$ cat config.mk
export PLATFORM = sky130hd
export DESIGN_NAME = pmcp_top
export DESIGN_NICKNAME = d
export VERILOG_FILES = /design/src/hw/pmcp_pkg.sv /design/src/hw/pmcp_top.sv /design/src/hw/pmcp_cfg_mem.sv
export SDC_FILE = /design/constraint.sdc
export NUM_CORES = 1
export LEC_CHECK = 0
export BUFFER_PORTS_ARGS = -buffer_cell sky130_fd_sc_hd__clkbuf_2
export CAP_MARGIN = 40
export CORE_ASPECT_RATIO = 0.7
export CORE_MARGIN = 5
export CORE_UTILIZATION = 55
export CTS_BUF_LIST = sky130_fd_sc_hd__clkbuf_2 sky130_fd_sc_hd__clkbuf_4 sky130_fd_sc_hd__clkbuf_8
export DETAILED_ROUTE_END_ITERATION = 8
export PLACE_DENSITY_LB_ADDON = 0.12
export SETUP_SLACK_MARGIN = 0.02
export SYNTH_ARGS = -nofsm -noshare
export SYNTH_HDL_FRONTEND = slang
export SYNTH_SLANG_ARGS = --single-unit
$ cat constraint.sdc
create_clock -name sys_clk -period 3.9 [get_ports sys_clk]
set_input_delay 0.975 -clock sys_clk [delete_from_list [all_inputs] [get_ports sys_clk]]
set_output_delay 0.975 -clock sys_clk [all_outputs]
set_load 0.02 [all_outputs]
$ cat src/hw/pmcp_pkg.sv
// package: protection map, field layout and access carriers
package pmcp_pkg;
	localparam int ADDR_W = 22;
	localparam logic [ADDR_W-1:0] BOOT_END      = 22'h000200;
	localparam logic [ADDR_W-1:0] USER_END      = 22'h008000;
	localparam logic [ADDR_W-1:0] ID_BASE       = 22'h200000;
	localparam logic [ADDR_W-1:0] ID_LAST       = 22'h200007;
	localparam logic [ADDR_W-1:0] CFG_DBG_LVP   = 22'h300006;
	localparam logic [ADDR_W-1:0] CFG_RD_LOCK   = 22'h300008;
	localparam logic [ADDR_W-1:0] CFG_BE_RD     = 22'h300009;
	localparam logic [ADDR_W-1:0] CFG_WR_LOCK   = 22'h30000a;
	localparam logic [ADDR_W-1:0] CFG_BEC_WR    = 22'h30000b;
	localparam logic [ADDR_W-1:0] CFG_XRD_LOCK  = 22'h30000c;
	localparam logic [ADDR_W-1:0] CFG_BOOT_XRD  = 22'h30000d;
	localparam logic [ADDR_W-1:0] CFG_BASE      = 22'h300000;
	localparam logic [ADDR_W-1:0] CFG_LAST      = 22'h30000d;
	localparam int CFG_N  = 6;
	localparam int BLK_SH = 13;
	localparam int BLK_IDX_W = 2;
	localparam int BIT_BOOT_RD  = 6;
	localparam int BIT_EE_RD    = 7;
	localparam int BIT_BOOT_WR  = 6;
	localparam int BIT_CFG_WR   = 5;
	localparam int BIT_EE_WR    = 7;
	localparam int BIT_BOOT_XRD = 6;
	localparam int BIT_DEBUG    = 7;
	localparam int BIT_LVP      = 2;
	localparam logic [7:0] MASK_BLK  = 8'h0f;
	localparam logic [7:0] MASK_BE   = 8'hc0;
	localparam logic [7:0] MASK_BEC  = 8'he0;
	localparam logic [7:0] MASK_BX   = 8'h40;
	localparam logic [7:0] MASK_DL   = 8'h85;
	localparam logic [7:0] ERASED    = 8'hff;
	localparam logic [7:0] ZERO_BYTE = 8'h00;

	typedef enum logic [2:0] {
		PMCP_BOOT, PMCP_B0, PMCP_B1, PMCP_B2, PMCP_B3, PMCP_NONE
	} pmcp_blk_e;

	typedef enum logic [1:0] {
		PMCP_SRC_CPU, PMCP_SRC_PROG
	} pmcp_src_e;

	typedef struct packed {
		logic              valid;
		logic              write;
		logic              eeprom;
		pmcp_src_e         src;
		logic [ADDR_W-1:0] addr;
		logic [ADDR_W-1:0] fetchAddr;
		logic [7:0]        wdata;
	} pmcp_req_s;

	typedef struct packed {
		logic       allow;
		logic       cfgWrite;
		logic [7:0] rdata;
	} pmcp_rsp_s;
endpackage

$ cat src/hw/pmcp_top.sv
// code protection permission logic for program flash, eeprom and config
// Operation
// - boot block plus four blocks, each with read, write, cross-read lock
// - block of an address follows from its upper address bits
// - six lock bytes at consecutive addresses, block bits in bits 3..0
// - read-lock bits ignored for cpu, block programmer reads and writes
// - write-lock zero refuses table writes into that block
// - cross-read lock zero still allows reads fetched from same block
// - cross-read lock zero refuses outside reads, returning zero data
// - protection bits only go from one to zero on write
// - only programmer-initiated erase or srst returns protection bits to one
// - eeprom read-lock blocks programmer reads and writes of eeprom
// - eeprom write-lock blocks programmer writes of eeprom
// - cpu reads and writes eeprom regardless of eeprom locks
// - config write lock guards config bytes; cpu may read, not write it
// - eight id locations reachable by table access even when protected
// - debug bit zero enables debugger, driving debugEnable high
// - low-supply bit set plus entry pin high enters programming mode
// - low-supply bit reads one when erased
// - high-voltage entry always possible on master clear pin
`timescale 1ns/1ps
module pmcp_top
	import pmcp_pkg::*;
(
	// clock and reset
	input  wire logic      sys_clk,
	input  wire logic      srst,
	// access request and answer
	input  wire pmcp_req_s req,
	output pmcp_rsp_s      rsp,
	// memory read data returned by arrays
	input  wire logic [7:0] flashRdata,
	input  wire logic [7:0] eepromRdata,
	// programmer erase commands
	input  wire logic      progBulkErase,
	// entry pins
	input  wire logic      progEntryPin,
	input  wire logic      masterClearProgVoltage,
	// mode and status
	output logic           progMode,
	output logic           hvSession,
	output logic           debugEnable,
	output logic           progEntryPinIsGpio,
	output logic           progEntryPullupEnable
);
	typedef struct packed {
		logic [1:0] pinSync;
		logic [1:0] hvSync;
		logic       progMode;
		logic       hvSession;
		logic       allow;
		logic       cfgWrite;
		logic [7:0] rdata;
		logic       cfgRdSel;
	} pmcp_top_s;
	pmcp_top_s st;
	pmcp_top_s next_st;

	logic [CFG_N*8-1:0] cfgBytes;
	logic [7:0]         cfgRd;
	logic [7:0]         rdLockByte;
	logic [7:0]         beRdByte;
	logic [7:0]         wrLockByte;
	logic [7:0]         becWrByte;
	logic [7:0]         xrdLockByte;
	logic [7:0]         bootXrdByte;
	logic [7:0]         dbgLvpByte;
	logic               memWrEn;
	logic [2:0]         memWrIdx;
	logic [2:0]         memRdIdx;
	logic               lvpBit;
	logic               fromProg;

	// debug/lvp byte kept locally, erased to all ones
	logic [7:0] dbgLvp;
	logic [7:0] next_dbgLvp;

	// =========================================================
	// block decoding
	// =========================================================
	function automatic pmcp_blk_e blk_of(input logic [ADDR_W-1:0] a);
		logic [BLK_IDX_W-1:0] idx;
		idx = a[BLK_SH+BLK_IDX_W-1:BLK_SH];
		if (a < BOOT_END) begin
			blk_of = PMCP_BOOT;
		end else if (a < USER_END) begin
			blk_of = pmcp_blk_e'(3'(idx) + 3'(PMCP_B0));
		end else begin
			blk_of = PMCP_NONE;
		end
	endfunction

	function automatic logic lock_of(input pmcp_blk_e b, input logic [7:0] blkByte,
		input logic bootBit);
		if (b == PMCP_BOOT) begin
			lock_of = bootBit;
		end else if (b == PMCP_NONE) begin
			lock_of = 1'b1;
		end else begin
			lock_of = blkByte[3'(b) - 3'(PMCP_B0)];
		end
	endfunction

	function automatic logic is_cfg(input logic [ADDR_W-1:0] a);
		is_cfg = (a >= CFG_BASE) && (a <= CFG_LAST);
	endfunction

	// =========================================================
	// config byte storage
	// =========================================================
	assign rdLockByte  = cfgBytes[0*8 +: 8] & MASK_BLK;
	assign beRdByte    = cfgBytes[1*8 +: 8] & MASK_BE;
	assign wrLockByte  = cfgBytes[2*8 +: 8] & MASK_BLK;
	assign becWrByte   = cfgBytes[3*8 +: 8] & MASK_BEC;
	assign xrdLockByte = cfgBytes[4*8 +: 8] & MASK_BLK;
	assign bootXrdByte = cfgBytes[5*8 +: 8] & MASK_BX;
	assign dbgLvpByte  = dbgLvp & MASK_DL;
	assign lvpBit      = dbgLvp[BIT_LVP];
	assign fromProg    = (req.src == PMCP_SRC_PROG);
	assign memRdIdx    = 3'(req.addr - CFG_RD_LOCK);

	pmcp_cfg_mem #(
		.N(CFG_N)
	) u_mem (
		.sys_clk  (sys_clk),
		.srst     (srst),
		.wrEn     (memWrEn),
		.wrIdx    (memWrIdx),
		.wrData   (req.wdata),
		.eraseAll (progBulkErase && st.progMode),
		.rdIdx    (memRdIdx),
		.rdData   (cfgRd),
		.allBytes (cfgBytes)
	);

	// =========================================================
	// permission decision
	// =========================================================
	logic      allowNow;
	logic      cfgWr;
	pmcp_blk_e tgtBlk;
	pmcp_blk_e fetBlk;
	logic      rdLock;
	logic      wrLock;
	logic      xrdLock;
	logic      cfgLocked;

	always_comb begin
		tgtBlk    = blk_of(req.addr);
		fetBlk    = blk_of(req.fetchAddr);
		rdLock    = lock_of(tgtBlk, rdLockByte, beRdByte[BIT_BOOT_RD]);
		wrLock    = lock_of(tgtBlk, wrLockByte, becWrByte[BIT_BOOT_WR]);
		xrdLock   = lock_of(tgtBlk, xrdLockByte, bootXrdByte[BIT_BOOT_XRD]);
		cfgLocked = !becWrByte[BIT_CFG_WR];
		allowNow  = 1'b0;
		cfgWr     = 1'b0;
		memWrEn   = 1'b0;
		memWrIdx  = memRdIdx;
		next_dbgLvp = dbgLvp;
		if (!req.valid) begin
			allowNow = 1'b0;
		end else if (req.eeprom) begin
			if (!fromProg) begin
				allowNow = 1'b1;
			end else if (!beRdByte[BIT_EE_RD]) begin
				allowNow = 1'b0;
			end else begin
				allowNow = !(req.write && !becWrByte[BIT_EE_WR]);
			end
		end else if (req.addr >= ID_BASE && req.addr <= ID_LAST) begin
			allowNow = 1'b1;
		end else if (is_cfg(req.addr)) begin
			if (!req.write) begin
				allowNow = 1'b1;
			end else if (fromProg) begin
				allowNow = st.progMode;
			end else begin
				allowNow = !cfgLocked && (req.addr != CFG_BEC_WR);
			end
			if (req.write && allowNow) begin
				cfgWr = 1'b1;
				if (req.addr >= CFG_RD_LOCK) begin
					memWrEn = 1'b1;
				end else if (req.addr == CFG_DBG_LVP) begin
					next_dbgLvp = dbgLvp & (req.wdata | (st.hvSession ? ZERO_BYTE
						: (8'h01 << BIT_LVP)));
				end
			end
		end else if (tgtBlk == PMCP_NONE) begin
			allowNow = !req.write;
		end else if (fromProg) begin
			allowNow = st.progMode && rdLock;
		end else if (req.write) begin
			allowNow = wrLock;
		end else begin
			allowNow = xrdLock || (fetBlk == tgtBlk);
		end
		if (progBulkErase && st.progMode) begin
			next_dbgLvp = ERASED;
		end
	end

	// =========================================================
	// programming entry and registered answer
	// =========================================================
	always_comb begin
		next_st          = st;
		next_st.pinSync  = {st.pinSync[0], progEntryPin};
		next_st.hvSync   = {st.hvSync[0], masterClearProgVoltage};
		next_st.hvSession = st.hvSync[1];
		next_st.progMode = st.hvSync[1] || (lvpBit && st.pinSync[1]);
		next_st.allow    = allowNow;
		next_st.cfgWrite = cfgWr;
		next_st.cfgRdSel = 1'b0;
		if (!req.valid || req.write || !allowNow) begin
			next_st.rdata = ZERO_BYTE;
		end else if (req.eeprom) begin
			next_st.rdata = eepromRdata;
		end else if (req.addr == CFG_DBG_LVP) begin
			next_st.rdata = dbgLvpByte;
		end else if (is_cfg(req.addr) && req.addr >= CFG_RD_LOCK) begin
			next_st.rdata    = ZERO_BYTE;
			next_st.cfgRdSel = 1'b1;
		end else begin
			next_st.rdata = flashRdata;
		end
	end

	always_ff @(posedge sys_clk) begin
		if (srst) begin
			st.pinSync  <= 2'h0;
			st.hvSync   <= 2'h0;
			st.progMode <= 1'b0;
			st.hvSession <= 1'b0;
			st.allow    <= 1'b0;
			st.cfgWrite <= 1'b0;
			st.rdata    <= ZERO_BYTE;
			st.cfgRdSel <= 1'b0;
			dbgLvp      <= ERASED;
		end else begin
			st     <= next_st;
			dbgLvp <= next_dbgLvp;
		end
	end

	// =========================================================
	// outputs
	// =========================================================
	logic [7:0] cfgMasked;
	always_comb begin
		cfgMasked = cfgRd;
		if (st.cfgRdSel) begin
			cfgMasked = cfgRd;
		end
	end

	assign rsp.allow    = st.allow;
	assign rsp.cfgWrite = st.cfgWrite;
	assign rsp.rdata    = st.cfgRdSel ? cfgMasked : st.rdata;
	assign progMode     = st.progMode;
	assign hvSession    = st.hvSession;
	assign debugEnable  = !dbgLvp[BIT_DEBUG];
	assign progEntryPinIsGpio    = !lvpBit;
	assign progEntryPullupEnable = !lvpBit;
endmodule

$ cat src/hw/pmcp_cfg_mem.sv
// config byte store with one-way programming and erase
`timescale 1ns/1ps
module pmcp_cfg_mem
	import pmcp_pkg::*;
#(
	parameter int N = CFG_N
) (
	// clock and reset
	input  wire logic             sys_clk,
	input  wire logic             srst,
	// write and erase
	input  wire logic             wrEn,
	input  wire logic [2:0]       wrIdx,
	input  wire logic [7:0]       wrData,
	input  wire logic             eraseAll,
	// read
	input  wire logic [2:0]       rdIdx,
	output logic      [7:0]       rdData,
	output logic      [N*8-1:0]   allBytes
);
	typedef struct packed {
		logic [N-1:0][7:0] mem;
		logic [7:0]        rd;
	} pmcp_mem_s;
	pmcp_mem_s st;
	pmcp_mem_s next_st;

	always_comb begin
		next_st = st;
		for (int i = 0; i < N; i++) begin
			if (eraseAll) begin
				next_st.mem[i] = ERASED;
			end else if (wrEn && wrIdx == 3'(i)) begin
				next_st.mem[i] = st.mem[i] & wrData;
			end
		end
		next_st.rd = (int'(rdIdx) < N) ? next_st.mem[rdIdx] : ZERO_BYTE;
	end

	always_ff @(posedge sys_clk) begin
		if (srst) begin
			st.mem <= {N{ERASED}};
			st.rd  <= ZERO_BYTE;
		end else begin
			st <= next_st;
		end
	end

	assign rdData   = st.rd;
	assign allBytes = st.mem;
endmodule

==> run_results.csv <==
group,metric,value,unit
logic_synthesis,yosysWarnings,0,
sta,hold_viol,0,
logic_synthesis,synth_cells,420,
sta,rsz0062_at_grt,"false",
finish,syn_to_final_growth,18.2,%
route,drc_errors,0,
global_routing,grt_max_degree,40,
sta,fin_crit,3.46,ns
floorplanning,start_util,57.4,%
route,wl_met3,1010,um
critical_path,worstSetupEndpointType,"register",
logic_synthesis,synth_xor_area_share,0.241,%
route,drt_pass1_iterations,5,
hold_path,min_path_type,"reg -> reg",
route,wirelength,9910,um
route,avgRoutedWirePerCell,16.7,um
clocking,cts_sinks,76,
sta,fin_ws,0.437,ns
global_routing,grt_pass1_wl,16000,um
clocking,cts-root-buf,"clkbuf_8",
logic_synthesis,synthSimpleGateAreaFrac,20.2,%
sta,whs,0.444,ns
placement,pre_cts_ws,0.0825,ns
floorplanning,dieWidth,107,um
critical_path,start_kind,"input port",
clocking,cts_max_level,3,
critical_path,path_class,"in -> reg",
placement,place_inst,577,
global_routing,grt_antenna_before_repair,0,
floorplanning,rows,24,
logic_synthesis,synth_area,3640,um2
finish,antennaDiodeCount,0,
finish,nets,581,
finish,fin_cells,593,
logic_synthesis,synthesis.nets,504,
logic_synthesis,synth_edf_count,0,
critical_path,crit_fanout,9,
sta,tightest_slew,0.662,ns
logic_synthesis,synthAdderAreaFrac,2.06,%
clocking,cts_made_buffers,9,
finish,drive_gt1_share,25.7,%
global_routing,overflow,0,
clocking,cts_buffer_depth,2,
clocking,cts_hold_buf,0,
logic_synthesis,synth_cell_types,52,
logic_synthesis,synth_async_sr_flop_share,0,%
clocking,cts_resized,0,
outcome,status,"finished clean",
logic_synthesis,yosysSeqAreaShare,41.8,%
run,maxCapViolations,0,
finish,final_common_cell,"clkbuf_2",
sta,maxSlewViolCount,0,
logic_synthesis,ys_ff_latch,76,
pwr,powerDensity,350,nW/um2
logic_synthesis,post_synth_mux_area_share,9.22,%
logic_synthesis,synth-compound-area-share,21.8,%
clocking,clk_pin_slew,0.08,ns
critical_path,path_cells,"clkbuf_2, nor4_4, nand2_2, and3_1, inv_1, ha_1, mux2i_1, mux2_2, o311ai_0, a21oi_2, nor4_1",
route,top_layer,"met4",
sta,setup_viol,0,
logic_synthesis,synthFlopType,"dfxtp_1",
floorplanning,io_pins,93,
logic_synthesis,yosysTopAreaCell,"dfxtp_1",
logic_synthesis,synth_top_family_by_area,"compound AO/OA/AOI/OAI gates",
finish,most-common-layout-cells,"83 x clkbuf_2, 76 x dfxtp_1, 61 x nand2_1",
logic_synthesis,avgSynthCellArea,8.66,um2
sta,max_freq,289,MHz
floorplanning,core_area,6340,um2
critical_path,crit_slowest_cell,"o311ai_0",
clocking,clkLatencyLatePin,0.35,ns
critical_path,crit_required,4.14,ns
route,drt_iter0_drc,298,
route,wl_met2,4270,um
sta,max-slew-margin-rel,55.6,%
global_routing,grt_pass1_vias,3260,
pwr,leakage,1.83,nW
placement,gp_routability_congestion,0.896,
route,antenna_left,0,
route,via_per_inst,5.86,
route,wl_met1,4470,um
placement,portBuffers,83,
critical_path,critPathMaxStageDelay,0.41,ns
floorplanning,die_h,78.0,um
sta,fin_worst_skew,0.00669,ns
floorplanning,dieArea,8370,um2
critical_path,cp_data_arrival_time,3.70,ns
sta,final.setup.tns,0,ns
route,vias,3476,
global_routing,grtUsageTotal,24.0,%
clocking,cts_tree,"yes",
pwr,peakVddDrop,264,uV
placement,hpwl,7290,um
logic_synthesis,synth.area.top_cells,"dfxtp_1 42%, nand2_1 6.3%, mux2i_1 5.5%",
sta,finalCritPeriodShare,88.8,%
logic_synthesis,synth_top_area_share,41.8,%
clocking,postCtsSetupBuffers,0,
finish,final_util,67.9,%
## power breakdown
part | internal (mW) | switching (mW)
combinational | 0.0610 | 0.0971
clock | 0.255 | 0.302
sequential | 0.787 | 0.00417
total | 1.10 | 0.403
## per-stage QoR
stage               power (mW)  instance area (um2)
finish                    1.51                 4300
floorplan                0.891                 3640
detailed placement       0.965                 4120
CTS                       1.51                 4300
global placement         0.961                 4120
global route              1.57                 4300
## layer usage
metal  vias up  GRT usage (%)
met5         -              0
met4         0           7.92
met3        20           5.41
met2       179           35.5
met1      1586           34.7
li1       1691              -
## critical path, delay by kind of cell
| family | cells | cell delay (ns) |
|---|---|---|
| buffers and inverters | 2 | 0.21 |
| and+or+nand+nor | 4 | 1.05 |
| muxes | 2 | 0.46 |
| AOI/OAI and AO/OA | 2 | 0.65 |
| adders and majority gates | 1 | 0.35 |
## cells in the mapped netlist (7+ instances only)
cell / count
nor2_1: 29
nand2_1: 61
o2111ai_1: 7
a22oi_1: 11
clkbuf_1: 16
a21oi_1: 15
o22a_1: 13
nor4_1: 14
mux2_2: 10
dfxtp_1: 76
nor3_1: 7
inv_1: 18
mux2i_1: 20
o21ai_1: 17
o21ai_0: 24
## final cells by class
cell class                 count  area (um2)
clock buffer                  10         138
clock inverter                 6        47.5
fill                         517        2040
inverter                      18        67.6
multi-input combinational    303        1950
sequential                    76        1520
tap                           91         114
timing repair buffer          89         460
## cells by family (layout without fill, tap and decap cells)
group / Yosys count / after routing
xor+xnor: 1 / 1
mux: 31 / 31
compound gates: 118 / 118
fa+ha+maj: 6 / 6
buf+inv: 41 / 123
flops: 76 / 76
simple gates: 147 / 147
## registers in the layout, indices dropped and copies added, names as in the netlist
register	flops
next_st	3
st	10
rsp	2
progMode	1
u_mem.rdData	8
dbgLvp	3
u_mem.allBytes	48
hvSession	1
## path summary, 6_finish.rpt
kind	start	to	slack (ns)	cells past startpoint
worst min-delay path	next_st[14]	next_st[11]	0.44	1
worst max register to register	progMode	u_mem.allBytes[38]	1.44	5
worst max-delay path	req[42]	st[3]	0.44	11
worst min register to register	next_st[14]	next_st[11]	0.44	1
No activity file was read; power rests on OpenSTA's default activity.
